### config.mk
export PLATFORM = sky130hd
export DESIGN_NAME = uart_irq_ctrl
export DESIGN_NICKNAME = d
export VERILOG_FILES = /design/src/hw/uart_irq_pkg.sv /design/src/hw/irq_sticky_flag.sv /design/src/hw/irq_tick_timer.sv /design/src/hw/uart_irq_ctrl.sv
export SDC_FILE = /design/constraint.sdc
export NUM_CORES = 1
export LEC_CHECK = 0
export ABC_AREA = 1
export BUFFER_PORTS_ARGS = -buffer_cell sky130_fd_sc_hd__buf_4
export CORE_ASPECT_RATIO = 1.5
export CORE_MARGIN = 5
export CORE_UTILIZATION = 58
export CTS_CLUSTER_DIAMETER = 200
export CTS_CLUSTER_SIZE = 25
export DETAILED_ROUTE_END_ITERATION = 7
export PLACE_DENSITY = 0.81
export SYNTH_ARGS = -nofsm -noshare
export SYNTH_HDL_FRONTEND = slang
export SYNTH_HIERARCHICAL = 1
export SYNTH_SLANG_ARGS = --single-unit
### constraint.sdc
create_clock -name i_clk -period 2.34 [get_ports i_clk]
set_input_delay 0.234 -clock i_clk [delete_from_list [all_inputs] [get_ports i_clk]]
set_output_delay 0.234 -clock i_clk [all_outputs]
set_load 0.05 [all_outputs]
### src/hw/uart_irq_pkg.sv
// Constants shared by the serial channel interrupt logic.
// Assumes one system clock and a parallel register bus with a three-bit address.
package uart_irq_pkg;

    // Register addresses on the three-bit channel bus.
    localparam logic [2:0] ADDR_RX_BUFFER = 3'h0;
    localparam logic [2:0] ADDR_IRQ_ENABLE = 3'h1;
    localparam logic [2:0] ADDR_IRQ_IDENT = 3'h2;
    localparam logic [2:0] ADDR_FIFO_CONTROL = 3'h2;
    localparam logic [2:0] ADDR_LINE_STATUS = 3'h5;
    localparam logic [2:0] ADDR_MODEM_STATUS = 3'h6;

    // Interrupt enable fields.
    localparam int IER_RX_DATA_BIT = 0;
    localparam int IER_TX_EMPTY_BIT = 1;
    localparam int IER_LINE_STATUS_BIT = 2;
    localparam int IER_MODEM_BIT = 3;
    localparam logic [7:0] IER_WRITE_MASK = 8'h0F;
    localparam logic [7:0] IER_RESET = 8'h00;

    // Fifo control fields.
    localparam int FCR_ENABLE_BIT = 0;
    localparam int FCR_TRIGGER_LSB = 6;
    localparam logic [1:0] TRIGGER_RESET = 2'h0;

    // Receive trigger levels, indexed by the two trigger bits.
    localparam logic [4:0] TRIG_LEVEL_0 = 5'h01;
    localparam logic [4:0] TRIG_LEVEL_1 = 5'h04;
    localparam logic [4:0] TRIG_LEVEL_2 = 5'h08;
    localparam logic [4:0] TRIG_LEVEL_3 = 5'h0E;

    // Identification codes in bits 3..0 of the identification register.
    localparam logic [3:0] IDENT_NONE = 4'h1;
    localparam logic [3:0] IDENT_LINE_STATUS = 4'h6;
    localparam logic [3:0] IDENT_RX_DATA = 4'h4;
    localparam logic [3:0] IDENT_TIMEOUT = 4'hC;
    localparam logic [3:0] IDENT_TX_EMPTY = 4'h2;
    localparam logic [3:0] IDENT_MODEM = 4'h0;

    // Character timing, in ticks of the sixteen-times baud clock.
    localparam int TICK_W = 10;
    localparam logic [TICK_W-1:0] TICKS_PER_BIT = 10'h010;
    localparam logic [TICK_W-1:0] TIMEOUT_CHARS = 10'h004;
    localparam logic [TICK_W-1:0] TICKS_TIMEOUT_PER_BIT = TICKS_PER_BIT * TIMEOUT_CHARS;
    localparam logic [1:0] TX_SHORT_BYTES = 2'h2;

endpackage : uart_irq_pkg

### src/hw/irq_sticky_flag.sv
// A single sticky event flag.
// Assumes set and clear are one-cycle terms from the same clock domain.
`timescale 1ns/1ps
`default_nettype none
module irq_sticky_flag (
    input wire logic i_clk,
    input wire logic i_reset,
    input wire logic i_set,
    input wire logic i_clear,
    output logic o_flag
);

    // A set in the clearing cycle wins, so no event is lost to a read.
    always_ff @(posedge i_clk or posedge i_reset) begin
        if (i_reset) begin
            o_flag <= 1'b0;
        end else if (i_set) begin
            o_flag <= 1'b1;
        end else if (i_clear) begin
            o_flag <= 1'b0;
        end
    end

endmodule // irq_sticky_flag
`default_nettype wire

### src/hw/irq_tick_timer.sv
// Counts baud ticks up to a limit and reports when it is reached.
// Assumes the tick is a one-cycle enable pulse from the same clock domain.
`timescale 1ns/1ps
`default_nettype none
module irq_tick_timer #(
    parameter int W = 10
) (
    input wire logic i_clk,
    input wire logic i_reset,
    input wire logic i_restart,
    input wire logic i_run,
    input wire logic i_tick,
    input wire logic [W-1:0] i_limit,
    output logic o_done
);

    logic [W-1:0] count_r;

    // The count saturates at the limit so done stays up until a restart.
    always_ff @(posedge i_clk or posedge i_reset) begin
        if (i_reset) begin
            count_r <= '0;
        end else if (i_restart) begin
            count_r <= '0;
        end else if (i_run && i_tick && count_r < i_limit) begin
            count_r <= count_r + 1'b1;
        end
    end

    assign o_done = i_run && !i_restart && (count_r >= i_limit);

endmodule // irq_tick_timer
`default_nettype wire

### src/hw/uart_irq_ctrl.sv
// Interrupt prioritisation and identification for one serial channel.
// Assumes the receiver, transmitter and baud generator run on i_clk and hand over
// one-cycle event pulses, fifo fill counts and a sixteen-times baud tick.
`timescale 1ns/1ps
`default_nettype none
module uart_irq_ctrl
    import uart_irq_pkg::*;
(
    input wire logic i_clk,
    input wire logic i_reset,
    input wire logic [2:0] i_addr,
    input wire logic i_rd,
    input wire logic i_wr,
    input wire logic [7:0] i_wdata,
    input wire logic i_divisor_access,
    input wire logic i_baud16_tick,
    input wire logic [3:0] i_char_bits,
    input wire logic i_rx_push,
    input wire logic [4:0] i_rx_count,
    input wire logic [4:0] i_tx_count,
    input wire logic i_overrun_error,
    input wire logic i_parity_error,
    input wire logic i_framing_error,
    input wire logic i_break_indication,
    input wire logic i_modem_change,
    output logic [7:0] o_rdata,
    output logic o_channel_irq_out,
    output logic o_rx_data_ready_flag,
    output logic o_tx_holding_empty,
    output logic o_fifo_enable_bit,
    output logic [1:0] o_rx_trigger_sel
);

    logic [7:0] irq_enable_reg_r;
    logic [7:0] rdata_nxt;
    logic [7:0] irq_ident_reg;
    logic [3:0] ident;
    logic [4:0] trig_level;
    logic [1:0] tx_bytes_seen_r;
    logic irq_nxt;
    logic rbr_rd, thr_wr, ier_wr, fcr_wr, iir_rd, lsr_rd, msr_rd;
    logic fifo_toggle;
    logic rx_avail;
    logic line_err;
    logic line_flag;
    logic modem_flag;
    logic timeout_flag, timeout_done, timeout_restart, timeout_run;
    logic tx_holding_empty_int, tx_holding_empty_set, tx_holding_empty_wait, tx_holding_empty_delay_done;
    logic tx_empty;
    logic pend_line, pend_rx, pend_timeout, pend_tx_holding_empty, pend_modem;
    logic any_pend;
    logic [TICK_W-1:0] timeout_limit;
    logic [TICK_W-1:0] tx_holding_empty_limit;

    // Bus decode; the divisor latches share address 0 and 1 and live outside.
    assign rbr_rd = i_rd && i_addr == ADDR_RX_BUFFER && !i_divisor_access;
    assign thr_wr = i_wr && i_addr == ADDR_RX_BUFFER && !i_divisor_access;
    assign ier_wr = i_wr && i_addr == ADDR_IRQ_ENABLE && !i_divisor_access;
    assign fcr_wr = i_wr && i_addr == ADDR_FIFO_CONTROL;
    assign iir_rd = i_rd && i_addr == ADDR_IRQ_IDENT;
    assign lsr_rd = i_rd && i_addr == ADDR_LINE_STATUS;
    assign msr_rd = i_rd && i_addr == ADDR_MODEM_STATUS;

    // upper bits zero: the write mask keeps bits 7..4 clear.
    always_ff @(posedge i_clk or posedge i_reset) begin
        if (i_reset) begin
            irq_enable_reg_r <= IER_RESET;
        end else if (ier_wr) begin
            irq_enable_reg_r <= i_wdata & IER_WRITE_MASK;
        end
    end

    // Other control bits are only programmed by a write that sets the fifo enable bit.
    assign fifo_toggle = fcr_wr && (i_wdata[FCR_ENABLE_BIT] != o_fifo_enable_bit);
    always_ff @(posedge i_clk or posedge i_reset) begin
        if (i_reset) begin
            o_fifo_enable_bit <= 1'b0;
            o_rx_trigger_sel <= TRIGGER_RESET;
        end else if (fcr_wr) begin
            o_fifo_enable_bit <= i_wdata[FCR_ENABLE_BIT];
            if (i_wdata[FCR_ENABLE_BIT]) begin
                o_rx_trigger_sel <= i_wdata[FCR_TRIGGER_LSB +: 2];
            end
        end
    end

    // trigger table from the two trigger bits.
    always_comb begin
        case (o_rx_trigger_sel)
            2'h0: trig_level = TRIG_LEVEL_0;
            2'h1: trig_level = TRIG_LEVEL_1;
            2'h2: trig_level = TRIG_LEVEL_2;
            default: trig_level = TRIG_LEVEL_3;
        endcase
    end

    // data ready; without fifos a buffer read empties the single holding slot.
    always_ff @(posedge i_clk or posedge i_reset) begin
        if (i_reset) begin
            o_rx_data_ready_flag <= 1'b0;
        end else if (i_rx_push) begin
            o_rx_data_ready_flag <= 1'b1;
        end else if (o_fifo_enable_bit ? (i_rx_count == 5'h00) : rbr_rd) begin
            o_rx_data_ready_flag <= 1'b0;
        end
    end

    // level-sensitive data available, withdrawn as soon as the count drops below the trigger level.
    assign rx_avail = o_fifo_enable_bit ? (i_rx_count >= trig_level) : o_rx_data_ready_flag;

    // overrun counts as a line error and clears on the same status read.
    assign line_err = i_overrun_error || i_parity_error || i_framing_error || i_break_indication;

    // line status flag, cleared by a status read.
    irq_sticky_flag u_line_flag (
        .i_clk(i_clk),
        .i_reset(i_reset),
        .i_set(line_err),
        .i_clear(lsr_rd),
        .o_flag(line_flag)
    );

    // modem status flag, cleared by a modem status read.
    irq_sticky_flag u_modem_flag (
        .i_clk(i_clk),
        .i_reset(i_reset),
        .i_set(i_modem_change),
        .i_clear(msr_rd),
        .o_flag(modem_flag)
    );

    // four character times in baud ticks, so the delay scales with baud rate.
    assign timeout_limit = TICK_W'(i_char_bits) * TICKS_TIMEOUT_PER_BIT;

    // restart on push only while no time-out is pending; a read always restarts.
    // the timer idles in polled mode so no time-out can build up.
    assign timeout_restart = rbr_rd || (i_rx_push && !timeout_flag);
    assign timeout_run = o_fifo_enable_bit && irq_enable_reg_r[IER_RX_DATA_BIT] && (i_rx_count != 5'h00);

    // time-out needs data and four quiet character times.
    irq_tick_timer #(
        .W(TICK_W)
    ) u_timeout_timer (
        .i_clk(i_clk),
        .i_reset(i_reset),
        .i_restart(timeout_restart || !timeout_run),
        .i_run(timeout_run),
        .i_tick(i_baud16_tick),
        .i_limit(timeout_limit),
        .o_done(timeout_done)
    );

    // a receive read clears the pending time-out.
    irq_sticky_flag u_timeout_flag (
        .i_clk(i_clk),
        .i_reset(i_reset),
        .i_set(timeout_done),
        .i_clear(rbr_rd || !o_fifo_enable_bit),
        .o_flag(timeout_flag)
    );

    // bytes seen since the empty flag was last set, saturating at two.
    always_ff @(posedge i_clk or posedge i_reset) begin
        if (i_reset) begin
            tx_bytes_seen_r <= 2'h0;
        end else if (tx_holding_empty_set) begin
            tx_bytes_seen_r <= 2'h0;
        end else if (thr_wr && tx_bytes_seen_r != TX_SHORT_BYTES) begin
            tx_bytes_seen_r <= tx_bytes_seen_r + 2'h1;
        end
    end

    // a short burst delays the empty flag by one character less the stop bit.
    assign tx_empty = (i_tx_count == 5'h00);
    assign tx_holding_empty_wait = o_fifo_enable_bit && tx_empty && !o_tx_holding_empty
        && (tx_bytes_seen_r < TX_SHORT_BYTES);
    assign tx_holding_empty_limit = TICK_W'(i_char_bits - 4'h1) * TICKS_PER_BIT;

    irq_tick_timer #(
        .W(TICK_W)
    ) u_tx_holding_empty_timer (
        .i_clk(i_clk),
        .i_reset(i_reset),
        .i_restart(!tx_holding_empty_wait),
        .i_run(tx_holding_empty_wait),
        .i_tick(i_baud16_tick),
        .i_limit(tx_holding_empty_limit),
        .o_done(tx_holding_empty_delay_done)
    );

    // The empty indicator sets when the holding side drains and clears on a write.
    assign tx_holding_empty_set = tx_empty && !o_tx_holding_empty && !thr_wr && (tx_holding_empty_wait ? tx_holding_empty_delay_done : 1'b1);
    always_ff @(posedge i_clk or posedge i_reset) begin
        if (i_reset) begin
            o_tx_holding_empty <= 1'b1;
        end else if (tx_holding_empty_set) begin
            o_tx_holding_empty <= 1'b1;
        end else if (thr_wr) begin
            o_tx_holding_empty <= 1'b0;
        end
    end

    // transmit interrupt raised on empty, cleared by write or by reading it out.
    // a change of the fifo enable raises it straight away.
    irq_sticky_flag u_tx_holding_empty_int (
        .i_clk(i_clk),
        .i_reset(i_reset),
        .i_set(tx_holding_empty_set || fifo_toggle),
        .i_clear(thr_wr || (iir_rd && ident == IDENT_TX_EMPTY)),
        .o_flag(tx_holding_empty_int)
    );

    // each source gated by its enable bit; data available and time-out share bit 0.
    // with enables clear, trigger and time-out never show.
    assign pend_line = irq_enable_reg_r[IER_LINE_STATUS_BIT] && line_flag;
    assign pend_rx = irq_enable_reg_r[IER_RX_DATA_BIT] && rx_avail;
    assign pend_timeout = irq_enable_reg_r[IER_RX_DATA_BIT] && timeout_flag && o_fifo_enable_bit;
    assign pend_tx_holding_empty = irq_enable_reg_r[IER_TX_EMPTY_BIT] && tx_holding_empty_int;
    assign pend_modem = irq_enable_reg_r[IER_MODEM_BIT] && modem_flag;
    assign any_pend = pend_line || pend_rx || pend_timeout || pend_tx_holding_empty || pend_modem;

    // fixed ranking, only the highest source reported.
    // line status ahead of data available.
    // bit 3 set only for a fifo time-out.
    // pending bit low, code in bits 1-2.
    always_comb begin
        if (pend_line) begin
            ident = IDENT_LINE_STATUS;
        end else if (pend_rx) begin
            ident = IDENT_RX_DATA;
        end else if (pend_timeout) begin
            ident = IDENT_TIMEOUT;
        end else if (pend_tx_holding_empty) begin
            ident = IDENT_TX_EMPTY;
        end else if (pend_modem) begin
            ident = IDENT_MODEM;
        end else begin
            ident = IDENT_NONE;
        end
    end

    // bits 4-5 zero, bits 6-7 mirror the fifo enable.
    assign irq_ident_reg = {o_fifo_enable_bit, o_fifo_enable_bit, 2'h0, ident};

    // Read data is registered, so it appears one cycle after the read strobe.
    always_comb begin
        rdata_nxt = 8'h00;
        if (i_rd) begin
            case (i_addr)
                ADDR_IRQ_ENABLE: rdata_nxt = i_divisor_access ? 8'h00 : irq_enable_reg_r;
                ADDR_IRQ_IDENT: rdata_nxt = irq_ident_reg;
                default: rdata_nxt = 8'h00;
            endcase
        end
    end

    always_ff @(posedge i_clk or posedge i_reset) begin
        if (i_reset) begin
            o_rdata <= 8'h00;
        end else begin
            o_rdata <= rdata_nxt;
        end
    end

    // interrupt output high while any enabled source is pending.
    // with all enables off nothing is pending, so the output stays low.
    assign irq_nxt = any_pend;
    always_ff @(posedge i_clk or posedge i_reset) begin
        if (i_reset) begin
            o_channel_irq_out <= 1'b0;
        end else begin
            o_channel_irq_out <= irq_nxt;
        end
    end
endmodule // uart_irq_ctrl
`default_nettype wire

==> out/summary.txt <==
OUTCOME
--------------------------------------------------------------------------------------
Run status                                                                finished clean

DETAILED ROUTING
--------------------------------------------------------------------------------------
Wire length after detailed routing                                             7.40 mm
Post-route DRC                                                                       0
Routed vias/inst                                                                  5.15
Vias after detailed routing                                                       3117
Met1 Wirelength                                                                2.79 mm
Top routing layer used                                                            met4
Amount of wire on met2 after detailed routing                                  4.17 mm
Initial DRT Pass Iterations                                                          5
Number of nets still failing antenna checks after routing                            0
Detailed route wirelength on metal3                                             298 µm
WL/cell                                                                        12.2 µm
Initial detailed-routing violation count                                           138

CTS
--------------------------------------------------------------------------------------
Maximum level of the CTS H-tree                                                      2
Clock buffer count from CTS                                                          5
CTS Sinks                                                                           41
Root Buffer                                                                   clkbuf_8
Clock-pin slew of the registers on the worst-case setup and hold paths         0.09 ns
CTS tree                                                                          done
Clock network latency to the later pin of the worst-skew pair                  0.30 ns
CTS Buffer Depth                                                                     2

SETUP PATH
--------------------------------------------------------------------------------------
Reg-to-reg critical path startpoint                                       u_tx_holding_empty_timer/count_r[5]
Category of the worst setup path launch point                                input pin
Worst setup path start                                                    i_char_bits[1]
Arrival time at the worst endpoint                                             2.36 ns
Crit end category                                                            flip-flop
Critical path peak fanout                                                            4
Data required time of the worst path                                           2.54 ns
Crit Path Category                                                           in -> reg

TIMING
--------------------------------------------------------------------------------------
Setup Total Neg Slack                                                             0 ns
Setup ws final                                                                0.177 ns
Worst setup skew after layout                                               0.00940 ns
Number of max-slew violations in the final report                                    0
Final min period                                                               2.16 ns
Min Hold Slack                                                                0.112 ns
Fraction of the cycle the final worst path needs                                 0.924
Fmax                                                                           462 MHz
Hold Fails Final Rpt                                                                 0
Transition time at the pin with the least slew margin                         0.661 ns
Normalized max-slew margin                                                       0.559
Total setup violations reported at the end of the flow                               0

CELLS AND AREA
--------------------------------------------------------------------------------------
Core utilization of the finished layout                                          0.719
Area of the multi-input gates                                                 1930 µm²
Sequential cell area in the final layout                                      1030 µm²
Top library cells by usage in the layout, fill and taps aside             nand2_1 (122), inv_1 (80), buf_4 (65)
Most common library cell in the layout ignoring fill and taps                  nand2_1
Synthesis-to-finish area growth                                                  20.0%
Fraction of layout instances using a drive strength above 1                      0.247
Post-layout nets                                                                   599
Antenna diode count                                                                  0
Fill count                                                                         486

SYNTH
--------------------------------------------------------------------------------------
Cell types with the largest area share after synthesis                    dfrtp_1 (30%), nand2_1 (14%), ha_1 (11%), inv_1 (9.3%), nand3_1 (5.1%)
Number of standard cells after synthesis                                           460
Post-Synth Simple-Gate Area                                                      0.355
Number of distinct standard cells referenced by the synthesized netlist             39
Xor/xnor share of the synthesized area                                          0.0106
Fraction of the mapped netlist area in adder cells                               0.106
Library cell occupying the most area in the post-synthesis netlist             dfrtp_1
Proportion of synthesized chip area in sequential cells                          0.310
Fraction of synthesized area in multiplexers                                   0.00906
Post-synthesis instance area                                                  3320 µm²
Share of Yosys cell area claimed by the top area cell type                       0.302
Mean Syn Cell Area                                                            7.21 µm²
Count of yosys warnings during synthesis                                             6
Post-synthesis register bit count                                                   41
Largest family of logic cells by synthesized area                         simple AND/OR/NAND/NOR gates
Compound-gate portion of the synthesized area                                   0.0709

DIE
--------------------------------------------------------------------------------------
Initial core utilization                                                         0.599
Placement row count                                                                 33
Area of the die                                                               7360 µm²
Ports placed on the boundary                                                        51
Die Width                                                                      71.7 µm
Area of the core                                                              5530 µm²
Chip Height                                                                     103 µm

GRT
--------------------------------------------------------------------------------------
Global-route wire length before repair                                         13.2 mm
Number of global-route vias before repair                                         3178
Pin count of the biggest net entering global routing                                18
Initial antenna violation count                                                      0
Total overflow reported by the global router                                         0
GRT Resource Usage Total                                                         0.223

PLACED DESIGN
--------------------------------------------------------------------------------------
Detailed placement HPWL                                                        6.02 mm
Routability-driven placement congestion ratio                                    0.918
Port Buffer Count                                                                   46
Pre-CTS worst setup slack                                                    -0.356 ns

POWER AND IR DROP
--------------------------------------------------------------------------------------
Power per Cell Area                                                         463 nW/µm²
Leakage power                                                               0.00218 µW
Tot Pwr                                                                        1840 µW
Worst supply voltage drop on vdd                                              0.540 mV

JOB
--------------------------------------------------------------------------------------
Number of max-capacitance violations reported                                        0

HOLD PATH
--------------------------------------------------------------------------------------
Class of the worst hold path                                                 in -> reg
Worst hold start                                                          i_modem_change

path summary, 6_finish.rpt:
kind | end | slack [ns] | cells after the start
worst max-delay path | u_tx_holding_empty_int/o_flag | 0.18 | 18
worst min-delay path | u_modem_flag/o_flag | 0.11 | 3
worst max register to register | u_tx_holding_empty_int/o_flag | 0.26 | 13
worst min register to register | u_line_flag/o_flag | 0.48 | 2
max in group asynchronous | o_rx_trigger_sel[1] | 1.28 | 3
min in group asynchronous | u_modem_flag/o_flag | 0.37 | 3
worst max-delay path, stage by stage:
cell and delay (ns):
buf_4 0.13, inv_1 0.05, ha_2 0.17, nor3b_4 0.18
inv_1 0.06, ha_1 0.30, nand2_2 0.10, inv_1 0.05
a21oi_2 0.13, nand2_1 0.08, nor2_2 0.13, nand2_1 0.08
nand3_1 0.09, inv_2 0.05, o311ai_4 0.29, o31ai_2 0.11
inv_1 0.06, nand2_1 0.04
cell usage after synthesis, drive strengths merged:
cell	instances
nand2	134
inv	92
nor2	44
dfrtp	40
nand3	37
ha	28
nand4	15
a21oi	14
nor3	9
buf	8
o21ai	7
nor3b	5
o21bai	5
xor2	4
a21boi	2
and3	2
clkbuf	2
mux2	2
a211oi	1
clkinv	1
conb	1
dfstp	1
nor4	1
o211ai	1
o311ai	1
o31ai	1
o32ai	1
or4	1
flip-flops by register name, summed over array words and instances (netlist names):
name and cells:
u_timeout_timer/count_r 10, u_tx_holding_empty_timer/count_r 10, o_rdata 5, irq_enable_reg_r 4
o_rx_trigger_sel 2, tx_bytes_seen_r 2, o_channel_irq_out 1, o_fifo_enable_bit 1
o_rx_data_ready_flag 1, o_tx_holding_empty 1, u_line_flag/o_flag 1, u_modem_flag/o_flag 1
u_timeout_flag/o_flag 1, u_tx_holding_empty_int/o_flag 1
per-layer routing:
metal / track usage / vias to the layer above
met5: 0 / -
met4: 0.113 / 0
met3: 0.0312 / 11
met2: 0.426 / 64
met1: 0.235 / 1459
li1: - / 1583
per-stage QoR:
step,std cells,instance area [µm²]
after global routing,605,3980
after floorplan,471,3360
after CTS,603,3910
after detailed placement,594,3810
after global placement,594,3810
final,605,3980
cell type report:
type / instances / area share
inverters: 93 / 0.0877
well taps: 70 / 0.0220
flip-flops and latches: 41 / 0.258
clock buffers: 5 / 0.0173
clock inverters: 3 / 0.00440
multi-input cells: 327 / 0.485
repair buffers: 66 / 0.125
cells by family (layout without fill, tap and decap cells):
family                   after synthesis  in the layout
XOR/XNOR                               4              4
multiplexers                           2              2
other                                  1             12
adder cells (fa/ha/maj)               28             28
AND/OR/NAND/NOR                      248            248
flip-flops                            41             41
AO/OA/AOI/OAI                         33             33
buffers and inverters                103            167
what timing repair did:
action / in CTS / in global routing
gates resized for setup: 1 / 10
hold endpoints to repair: 24 / 0
gates cloned: 0 / 0
setup endpoints to repair: 2 / 4
hold buffers: 1 / 0
buffers inserted: 0 / 2
pin swaps: 0 / 9
report_power, final:
| group | internal [µW] | total, µW | leakage, µW | switching, µW |
|---|---|---|---|---|
| logic | 202 | 538 | 0.00161 | 335 |
| registers | 773 | 836 | 0.000525 | 62.4 |
| clock network | 206 | 469 | 0.0000439 | 262 |
Note: power is estimated with default switching activity, not from simulation.
